## src/pkg/supply_fail_pkg.sv

```systemverilog
// Constants, types and timing for the supply-loss and fail-mode controller
package supply_fail_pkg;

  // Clock rate and documented times
  localparam int unsigned CLK_MHZ      = 200;
  localparam int unsigned DGL_TIME_US  = 200;
  localparam int unsigned WD_SHORT_MS  = 32;
  localparam int unsigned WD_LONG_MS   = 128;

  // Cycle counts derived from the times
  localparam int unsigned DGL_CYC      = DGL_TIME_US * CLK_MHZ;
  localparam int unsigned WD_SHORT_CYC = WD_SHORT_MS * 1000 * CLK_MHZ;
  localparam int unsigned WD_LONG_CYC  = WD_LONG_MS * 1000 * CLK_MHZ;

  // Counter widths
  localparam int unsigned DGL_W        = 16;
  localparam int unsigned WD_W         = 25;

  // Channel and fault flag counts
  localparam int unsigned N_CH         = 5;
  localparam int unsigned N_DIRECT     = 4;
  localparam int unsigned N_FAULT      = 8;

  // Fault flag positions
  localparam int unsigned FLT_OPEN_LOAD  = 0;
  localparam int unsigned FLT_SHORT_VBAT = 1;
  localparam int unsigned FLT_SEVERE_GND = 2;
  localparam int unsigned FLT_OVERCUR    = 3;
  localparam int unsigned FLT_OVERTEMP   = 4;
  localparam int unsigned FLT_CLOCK      = 5;
  localparam int unsigned FLT_UNDERVOLT  = 6;
  localparam int unsigned FLT_OVERVOLT   = 7;

  // Reset values
  localparam logic [N_FAULT-1:0] FAULT_RST = 8'h00;
  localparam logic [N_CH-1:0]    CH_OFF    = 5'h00;

  // Operating modes
  typedef enum logic [1:0] {
    POWER_OFF,
    MAIN_LOST,
    NORMAL,
    FAIL_SAFE
  } mode_t;

endpackage : supply_fail_pkg

```

## src/hw/deglitch_filter.sv

```systemverilog
// Symmetric deglitch filter for one slow input level
module deglitch_filter #(
  parameter int unsigned CNT_W   = supply_fail_pkg::DGL_W,
  parameter int unsigned DGL_CYC = supply_fail_pkg::DGL_CYC
) (
  // Clock and reset
  input  wire logic clk_i,
  input  wire logic rst_n_i,
  // Level in and filtered level out
  input  wire logic level_i,
  output logic      level_o
);

  localparam logic [CNT_W-1:0] LAST = CNT_W'(DGL_CYC - 1);

  logic [CNT_W-1:0] cnt_r;
  logic [CNT_W-1:0] cnt_nxt;
  logic             level_r;
  logic             level_nxt;

  // Count cycles the input differs from the filtered level
  always_comb begin
    cnt_nxt   = '0;
    level_nxt = level_r;
    if (level_i != level_r) begin
      if (cnt_r == LAST) begin
        level_nxt = level_i;
      end else begin
        cnt_nxt = cnt_r + CNT_W'(1);
      end
    end
  end

  // Filtered level starts low, as with an open pin
  always_ff @(posedge clk_i or negedge rst_n_i) begin
    if (!rst_n_i) begin
      cnt_r   <= '0;
      level_r <= 1'b0;
    end else begin
      cnt_r   <= cnt_nxt;
      level_r <= level_nxt;
    end
  end

  assign level_o = level_r;

endmodule : deglitch_filter

```

## src/hw/supply_loss_fail_mode_control.sv

```systemverilog
// Supply-loss handling, mode selection and wake reporting of the switch
module supply_loss_fail_mode_control #(
  parameter int unsigned N_CH         = supply_fail_pkg::N_CH,
  parameter int unsigned N_DIRECT     = supply_fail_pkg::N_DIRECT,
  parameter int unsigned DGL_CYC      = supply_fail_pkg::DGL_CYC,
  parameter int unsigned WD_SHORT_CYC = supply_fail_pkg::WD_SHORT_CYC,
  parameter int unsigned WD_LONG_CYC  = supply_fail_pkg::WD_LONG_CYC
) (
  // Clock and reset
  input  wire logic                clk_i,
  input  wire logic                rst_b_i,
  // Supply and ground monitors
  input  wire logic                main_supply_ok_i,
  input  wire logic                logic_supply_ok_i,
  input  wire logic                logic_supply_in_range_i,
  input  wire logic                ground_ok_i,
  // Wake state and reset pin
  input  wire logic                awake_i,
  input  wire logic                wake_by_reset_i,
  input  wire logic                active_low_reset_in_b_i,
  // Two-way clock pin
  input  wire logic                clk_pin_i,
  output logic                     clk_pin_o,
  output logic                     clk_pin_oe_o,
  output logic                     clk_pin_level_o,
  // Direct pins
  input  wire logic                fail_force_i,
  input  wire logic [N_DIRECT-1:0] direct_channel_inputs_i,
  // Internal PWM and SPI configuration
  input  wire logic [N_CH-1:0]     pwm_channel_i,
  input  wire logic                ext_switch_cfg_i,
  input  wire logic                spi_frame_ok_i,
  input  wire logic                wd_sel_i,
  // Fault events and flag clears
  input  wire logic                open_load_evt_i,
  input  wire logic                short_vbat_evt_i,
  input  wire logic                severe_gnd_evt_i,
  input  wire logic                overcur_evt_i,
  input  wire logic                overtemp_evt_i,
  input  wire logic                clock_fail_evt_i,
  input  wire logic                undervolt_evt_i,
  input  wire logic                overvolt_evt_i,
  input  wire logic [7:0]          fault_clear_i,
  // Power outputs
  output logic [N_CH-1:0]          power_channel_outputs_o,
  output logic                     external_switch_drive_o,
  // Status
  output logic                     fail_mode_o,
  output logic                     spi_status_avail_o,
  output logic                     spi_fail_flag_o,
  output logic                     force_level_o,
  output logic [7:0]               fault_flags_o
);

  localparam int unsigned DW = supply_fail_pkg::DGL_W;
  localparam int unsigned WW = supply_fail_pkg::WD_W;

  // Widen direct inputs onto the channel vector
  function automatic logic [N_CH-1:0] to_channels(input logic [N_DIRECT-1:0] d);
    logic [N_CH-1:0] v;
    v = supply_fail_pkg::CH_OFF;
    for (int i = 0; i < N_DIRECT; i++) begin
      if (i < N_CH) begin
        v[i] = d[i];
      end
    end
    return v;
  endfunction : to_channels

  // Reset synchroniser
  logic rst_meta_r;
  logic rst_n;

  always_ff @(posedge clk_i or negedge rst_b_i) begin
    if (!rst_b_i) begin
      rst_meta_r <= 1'b0;
      rst_n      <= 1'b0;
    end else begin
      rst_meta_r <= 1'b1;
      rst_n      <= rst_meta_r;
    end
  end

  // Deglitched force and direct inputs
  logic                force_f;
  logic [N_DIRECT-1:0] direct_f;

  deglitch_filter #(
    .CNT_W   (DW),
    .DGL_CYC (DGL_CYC)
  ) u_force_dgl (
    .clk_i   (clk_i),
    .rst_n_i (rst_n),
    .level_i (fail_force_i),
    .level_o (force_f)
  );

  for (genvar g = 0; g < N_DIRECT; g++) begin : g_direct
    deglitch_filter #(
      .CNT_W   (DW),
      .DGL_CYC (DGL_CYC)
    ) u_dir_dgl (
      .clk_i   (clk_i),
      .rst_n_i (rst_n),
      .level_i (direct_channel_inputs_i[g]),
      .level_o (direct_f[g])
    );
  end

  // Mode state
  supply_fail_pkg::mode_t mode_r;
  supply_fail_pkg::mode_t mode_nxt;
  logic                   wd_expired_r;
  logic                   wd_expired_nxt;
  logic [WW-1:0]          wd_cnt_r;
  logic [WW-1:0]          wd_cnt_nxt;
  logic [WW-1:0]          wd_last;
  logic                   power_off;

  assign power_off = !main_supply_ok_i && !logic_supply_ok_i;

  // Watchdog: frames restart it; timeout or missing logic supply with main supply present expire it
  always_comb begin
    wd_last        = wd_sel_i ? WW'(WD_LONG_CYC - 1) : WW'(WD_SHORT_CYC - 1);
    wd_cnt_nxt     = wd_cnt_r;
    wd_expired_nxt = wd_expired_r;
    if (power_off) begin
      wd_cnt_nxt     = '0;
      wd_expired_nxt = 1'b0;
    end else if (!logic_supply_ok_i) begin
      wd_cnt_nxt     = '0;
      wd_expired_nxt = 1'b1;
    end else if (spi_frame_ok_i) begin
      wd_cnt_nxt     = '0;
      wd_expired_nxt = 1'b0;
    end else if (wd_cnt_r >= wd_last) begin
      wd_expired_nxt = 1'b1;
    end else begin
      wd_cnt_nxt = wd_cnt_r + WW'(1);
    end
  end

  // Mode selection by supplies, force input and watchdog
  always_comb begin
    mode_nxt = mode_r;
    case (mode_r)
      supply_fail_pkg::POWER_OFF,
      supply_fail_pkg::MAIN_LOST,
      supply_fail_pkg::NORMAL,
      supply_fail_pkg::FAIL_SAFE: begin
        if (power_off) begin
          mode_nxt = supply_fail_pkg::POWER_OFF;
        end else if (!main_supply_ok_i) begin
          mode_nxt = supply_fail_pkg::MAIN_LOST;
        end else if (force_f || wd_expired_nxt) begin
          mode_nxt = supply_fail_pkg::FAIL_SAFE;
        end else begin
          mode_nxt = supply_fail_pkg::NORMAL;
        end
      end
      default: begin
        mode_nxt = supply_fail_pkg::POWER_OFF;
      end
    endcase
  end

  always_ff @(posedge clk_i or negedge rst_n) begin
    if (!rst_n) begin
      mode_r       <= supply_fail_pkg::POWER_OFF;
      wd_cnt_r     <= '0;
      wd_expired_r <= 1'b0;
    end else begin
      mode_r       <= mode_nxt;
      wd_cnt_r     <= wd_cnt_nxt;
      wd_expired_r <= wd_expired_nxt;
    end
  end

  // Output drive state
  logic [N_CH-1:0] ch_r;
  logic [N_CH-1:0] ch_nxt;
  logic            ext_r;
  logic            ext_nxt;
  logic            fail_r;
  logic            fail_nxt;

  // Channel and external switch drive by mode
  always_comb begin
    ch_nxt   = supply_fail_pkg::CH_OFF;
    ext_nxt  = 1'b0;
    fail_nxt = (mode_nxt == supply_fail_pkg::FAIL_SAFE);
    case (mode_nxt)
      supply_fail_pkg::POWER_OFF: begin
        ch_nxt  = supply_fail_pkg::CH_OFF;
        ext_nxt = 1'b0;
      end
      supply_fail_pkg::MAIN_LOST: begin
        ch_nxt  = supply_fail_pkg::CH_OFF;
        ext_nxt = ext_switch_cfg_i;
      end
      supply_fail_pkg::NORMAL: begin
        ch_nxt  = pwm_channel_i;
        ext_nxt = ext_switch_cfg_i;
      end
      supply_fail_pkg::FAIL_SAFE: begin
        ch_nxt  = to_channels(direct_f);
        ext_nxt = 1'b0;
      end
      default: begin
        ch_nxt  = supply_fail_pkg::CH_OFF;
        ext_nxt = 1'b0;
      end
    endcase
    if (!ground_ok_i) begin
      ch_nxt  = supply_fail_pkg::CH_OFF;
      ext_nxt = 1'b1;
    end
  end

  always_ff @(posedge clk_i or negedge rst_n) begin
    if (!rst_n) begin
      ch_r   <= supply_fail_pkg::CH_OFF;
      ext_r  <= 1'b0;
      fail_r <= 1'b0;
    end else begin
      ch_r   <= ch_nxt;
      ext_r  <= ext_nxt;
      fail_r <= fail_nxt;
    end
  end

  // Wake report state on the clock pin
  logic clk_oe_r;
  logic clk_oe_nxt;
  logic clk_lvl_r;
  logic clk_lvl_nxt;

  // Drive high only while reset pin low, awake but not woken by reset, and main supply present
  always_comb begin
    clk_oe_nxt = !active_low_reset_in_b_i
              && awake_i && !wake_by_reset_i
              && main_supply_ok_i;
    clk_lvl_nxt = clk_oe_nxt ? 1'b0 : clk_pin_i;
  end

  always_ff @(posedge clk_i or negedge rst_n) begin
    if (!rst_n) begin
      clk_oe_r  <= 1'b0;
      clk_lvl_r <= 1'b0;
    end else begin
      clk_oe_r  <= clk_oe_nxt;
      clk_lvl_r <= clk_lvl_nxt;
    end
  end

  // Status state
  logic [7:0] fault_r;
  logic [7:0] fault_nxt;
  logic [7:0] fault_evt;
  logic       spif_r;
  logic       spif_nxt;
  logic       force_lvl_r;
  logic       force_lvl_nxt;
  logic       avail_r;
  logic       avail_nxt;

  // Pack fault events into flag positions
  always_comb begin
    fault_evt = supply_fail_pkg::FAULT_RST;
    fault_evt[supply_fail_pkg::FLT_OPEN_LOAD]  = open_load_evt_i;
    fault_evt[supply_fail_pkg::FLT_SHORT_VBAT] = short_vbat_evt_i;
    fault_evt[supply_fail_pkg::FLT_SEVERE_GND] = severe_gnd_evt_i;
    fault_evt[supply_fail_pkg::FLT_OVERCUR]    = overcur_evt_i;
    fault_evt[supply_fail_pkg::FLT_OVERTEMP]   = overtemp_evt_i;
    fault_evt[supply_fail_pkg::FLT_CLOCK]      = clock_fail_evt_i;
    fault_evt[supply_fail_pkg::FLT_UNDERVOLT]  = undervolt_evt_i;
    fault_evt[supply_fail_pkg::FLT_OVERVOLT]   = overvolt_evt_i;
  end

  // Sticky flags: set beats clear, power off wipes all
  always_comb begin
    fault_nxt     = (fault_r & ~fault_clear_i) | fault_evt;
    spif_nxt      = spif_r;
    force_lvl_nxt = fail_force_i;
    avail_nxt     = logic_supply_ok_i && logic_supply_in_range_i;
    if (wd_expired_nxt && !wd_expired_r) begin
      spif_nxt = 1'b1;
    end else if (mode_r == supply_fail_pkg::FAIL_SAFE
                 && mode_nxt == supply_fail_pkg::NORMAL) begin
      spif_nxt = 1'b0;
    end
    if (power_off) begin
      fault_nxt     = supply_fail_pkg::FAULT_RST;
      spif_nxt      = 1'b0;
      force_lvl_nxt = 1'b0;
    end
  end

  always_ff @(posedge clk_i or negedge rst_n) begin
    if (!rst_n) begin
      fault_r     <= supply_fail_pkg::FAULT_RST;
      spif_r      <= 1'b0;
      force_lvl_r <= 1'b0;
      avail_r     <= 1'b0;
    end else begin
      fault_r     <= fault_nxt;
      spif_r      <= spif_nxt;
      force_lvl_r <= force_lvl_nxt;
      avail_r     <= avail_nxt;
    end
  end

  // Outputs straight from flip-flops
  assign power_channel_outputs_o = ch_r;
  assign external_switch_drive_o = ext_r;
  assign fail_mode_o             = fail_r;
  assign clk_pin_o               = clk_oe_r;
  assign clk_pin_oe_o            = clk_oe_r;
  assign clk_pin_level_o         = clk_lvl_r;
  assign spi_status_avail_o      = avail_r;
  assign spi_fail_flag_o         = spif_r;
  assign force_level_o           = force_lvl_r;
  assign fault_flags_o           = fault_r;

endmodule : supply_loss_fail_mode_control

```

## config.mk

```make
export PLATFORM = sky130hd
export DESIGN_NAME = supply_loss_fail_mode_control
export DESIGN_NICKNAME = d
export VERILOG_FILES = /design/src/pkg/supply_fail_pkg.sv /design/src/hw/deglitch_filter.sv /design/src/hw/supply_loss_fail_mode_control.sv
export SDC_FILE = /design/constraint.sdc
export NUM_CORES = 1
export LEC_CHECK = 0
export BUFFER_PORTS_ARGS = -buffer_cell sky130_fd_sc_hd__buf_2
export CAP_MARGIN = 20
export CELL_PAD_IN_SITES_DETAIL_PLACEMENT = 1
export CELL_PAD_IN_SITES_GLOBAL_PLACEMENT = 2
export CORE_AREA = 2 2 151 153
export DETAILED_ROUTE_END_ITERATION = 6
export DIE_AREA = 0 0 153 155
export MAX_ROUTING_LAYER = met4
export PLACE_DENSITY_LB_ADDON = 0.15
export SLEW_MARGIN = 20
export SYNTH_ARGS = -nofsm -noshare
export SYNTH_HDL_FRONTEND = slang
export SYNTH_SLANG_ARGS = --single-unit
```

## constraint.sdc

```tcl
create_clock -name clk_i -period 5.65 [get_ports clk_i]
set_input_delay 0.8475 -clock clk_i [delete_from_list [all_inputs] [get_ports clk_i]]
set_output_delay 0.8475 -clock clk_i [all_outputs]
set_load 0.005 [all_outputs]
```

==> results.py <==
metrics = {
    "placement": {
        "portBuffers": 59,
        "dp_slack_ns": 2.06,
        "hpwl_mm": 11.1,
        "gp_congestion": 0.737,
        "dpl_cell_area_sq_um": 7120,
    },
    "floorplanning": {
        "num_io_pins": 60,
        "start_util_pct": 29.5,
        "row_count": 55,
        "fp.dieH_microns": 155,
        "die_width_microns": 153,
        "dieArea_sq_um": 23700,
        "core_region_area_sq_um": 22200,
    },
    "route": {
        "vias": 4936,
        "totalWireLength_mm": 15.9,
        "drt_pre_antenna_iters": 4,
        "ant_nets": 0,
        "drc": 0,
        "viasPerCell": 4.83,
        "wl_per_cell_microns": 15.6,
        "drt_iter0_markers": 125,
    },
    "global_routing": {
        "grt-busiest-layer": "met2",
        "grt_max_degree": 74,
        "first_global_vias": 5482,
        "grt_usage_pct": 14.9,
        "met3_usage_pct": 3.40,
        "overflow": 0,
        "grt_pass1_wl_mm": 27.4,
        "grtUsageMet2_pct": 25.0,
        "grt_util_met1_pct": 18.1,
        "antenna_found_initial": 1,
    },
    "timing": {
        "max_freq_mhz": 312,
        "period_minus_slack_ns": 3.20,
        "rsz0062_at_grt": "no",
        "tns_ns": 0,
        "fin_skew_ns": 0.00860,
        "min_period_over_period_pct": 56.7,
        "finalMaxSlewViolations": 0,
        "slew-limit-headroom_pct": 40.6,
        "tightest_slew_ns": 0.888,
        "worst_slack_ns": 2.45,
        "whs_ns": 0.197,
        "hold_violations": 0,
        "setup_viol": 0,
    },
    "logic_synthesis": {
        "synthesis.nets": 718,
        "synthMuxAreaShare_pct": 0.860,
        "synth_warnings": 0,
        "synth_xor_area_share_pct": 12.0,
        "synth_adder_area_share_pct": 3.06,
        "ys_async_sr_fraction_pct": 100,
        "synth_simple_gate_area_share_pct": 24.7,
        "synth.avg_cell_area_sq_um": 9.88,
        "synth.cell_area_sq_um": 6550,
        "synth_edf_count": 0,
        "netlist_instances": 663,
        "ys_ff_latch": 135,
        "ys_seq_area_share_pct": 51.6,
        "synth_top_family_by_area": "simple AND/OR/NAND/NOR gates",
        "synthFlopType": "dfrtp_1",
        "synth-compound-area-share_pct": 5.01,
        "ys_types": 44,
    },
    "clock_tree": {
        "cts-buffers-inserted": 17,
        "clkLatencyLatePin_ns": 0.42,
        "clk_path_buf_depth": 2,
        "cts_sinks": 135,
        "cts_root_buf": "clkbuf_16",
        "cts_setup_buffers": 0,
        "hold_buffers": 0,
        "cts_max_level": 4,
        "clkTransAtPathRegs_ns": 0.06,
        "cts_resized": 0,
        "cts_tree": "yes",
    },
    "worst_setup_path": {
        "critPathLaunchType": "primary input",
        "endpoint_kind": "flop",
        "crit_required_ns": 5.98,
        "crit_fanout": 11,
        "worstReg2RegStart": "wd_cnt_r[18]$_DFFE_PN0P_",
        "arrival_ns": 3.54,
        "crit_start": "wd_sel_i",
        "critPathKind": "in2reg",
    },
    "pwr": {
        "power.density_nw_per_um2": 292,
        "ir_drop_mv": 0.201,
        "total_leakage_power_nw": 3.48,
    },
    "layout": {
        "final_cell_mix": "dfrtp_1 (134), nor2_1 (126), buf_2 (59)",
        "layout_commonest_cell": "dfrtp_1",
        "area_growth_pct": 18.5,
        "final_area_sq_um": 7760,
        "drive_gt1_share_pct": 16.2,
        "layout.nets": 778,
        "final_util_pct": 34.9,
    },
    "hold_path": {
        "hp-class": "in2async",
    },
    "job": {
        "cap_violations": 0,
    },
    "status": {
        "status": "complete, no violations",
    },
}
cells by family after synthesis:
kind of cell | Yosys count
simple gates | 322
flops | 135
xor+xnor | 90
compound gates | 52
buf+inv | 42
fa+ha+maj | 16
mux | 5
other cells | 1
synthesized netlist by cell type, types with 2 or more instances:
cell type,instances,share of area [%]
mux2_2,5,0.86
buf_2,2,0.15
nor2b_1,7,0.67
nand2b_1,2,0.19
clkbuf_1,15,0.86
and3_2,2,0.23
and3_1,21,2.0
a21oi_1,25,1.9
xor2_1,55,7.4
dfrtp_1,135,52
inv_1,20,1.1
a21boi_0,5,0.57
and4_1,9,1.2
nand4_1,27,2.6
nor4b_1,6,0.80
o21ai_0,12,0.92
nor2_1,126,7.2
buf_6,2,0.34
buf_1,2,0.11
ha_1,16,3.1
or4_1,2,0.23
nor3_1,11,0.84
nand2_1,40,2.3
or2_2,8,0.76
nand3_1,40,3.1
o211ai_1,3,0.34
o21a_1,2,0.23
nand4b_1,2,0.27
or3_1,8,0.76
and4_4,2,0.34
and2_1,4,0.38
xnor2_1,35,4.7
per-stage QoR:
stage          total power, mW  instances
2_1_floorplan             1.08        663
6_report                  2.27       1022
3_5_place_dp              1.13        988
4_1_cts                   2.32       1020
5_1_grt                   2.37       1022
3_3_place_gp              1.13        988
sequential cells by signal (all words and copies together), names as in the netlist:
register                    cells
g_direct.u_dir_dgl.cnt_r       64
wd_cnt_r                       25
u_force_dgl.cnt_r              16
fault_flags_o                   8
power_channel_outputs_o         5
g_direct.u_dir_dgl.level_o      4
mode_r                          2
clk_pin_level_o                 1
clk_pin_o                       1
external_switch_drive_o         1
fail_mode_o                     1
force_level_o                   1
rst_meta_r                      1
rst_n                           1
spi_fail_flag_o                 1
spi_status_avail_o              1
u_force_dgl.level_o             1
wd_expired_r                    1
layer usage:
metal	vias to the layer above	part of all wire [%]
li1	2360	-
met5	-	0
met2	65	50
met3	11	2.8
met4	0	1.1
met1	2500	46
cell type report:
class	count	area, sq um
Antenna cell	1	2.50
Clock inverter	12	150
Sequential cell	135	3380
Tap cell	285	357
Timing Repair Buffer	63	338
Clock buffer	20	467
Inverter	20	75.1
Fill cell	2503	14500
Multi-Input combinational cell	486	2990
path summary, 6_finish.rpt:
kind                                                             to  slack (ns)  depth (start not counted)
setup / recovery               power_channel_outputs_o[1]$_DFF_PN0_        2.45                          9
hold / removal                                 rst_meta_r$_DFF_PN0_        0.20                          1
setup reg to reg               power_channel_outputs_o[1]$_DFF_PN0_        2.70                          7
hold reg to reg            g_direct[3].u_dir_dgl.cnt_r[6]$_DFF_PN0_        0.33                          0
max in group asynchronous               spi_fail_flag_o$_DFFE_PN0P_        3.84                          2
min in group clk_i                                  rst_n$_DFF_PN0_        0.36                          0
critical path: stages:
cell and delay, ns:
buf_2 0.14, inv_1 0.13, ha_1 0.34, nand4_1 0.18, nor4_2 0.55, nand3_1 0.52
a21oi_1 0.49, o21ai_0 0.16, a21boi_0 0.18
report_power, final:
group	internal [mW]	total, mW	switching [mW]	leakage, nW
Combinational	0.0395	0.102	0.0624	1.37
Clock	0.726	1.16	0.431	0.286
Sequential	0.988	1.01	0.0215	1.83
(Power assumes the default switching activity.)
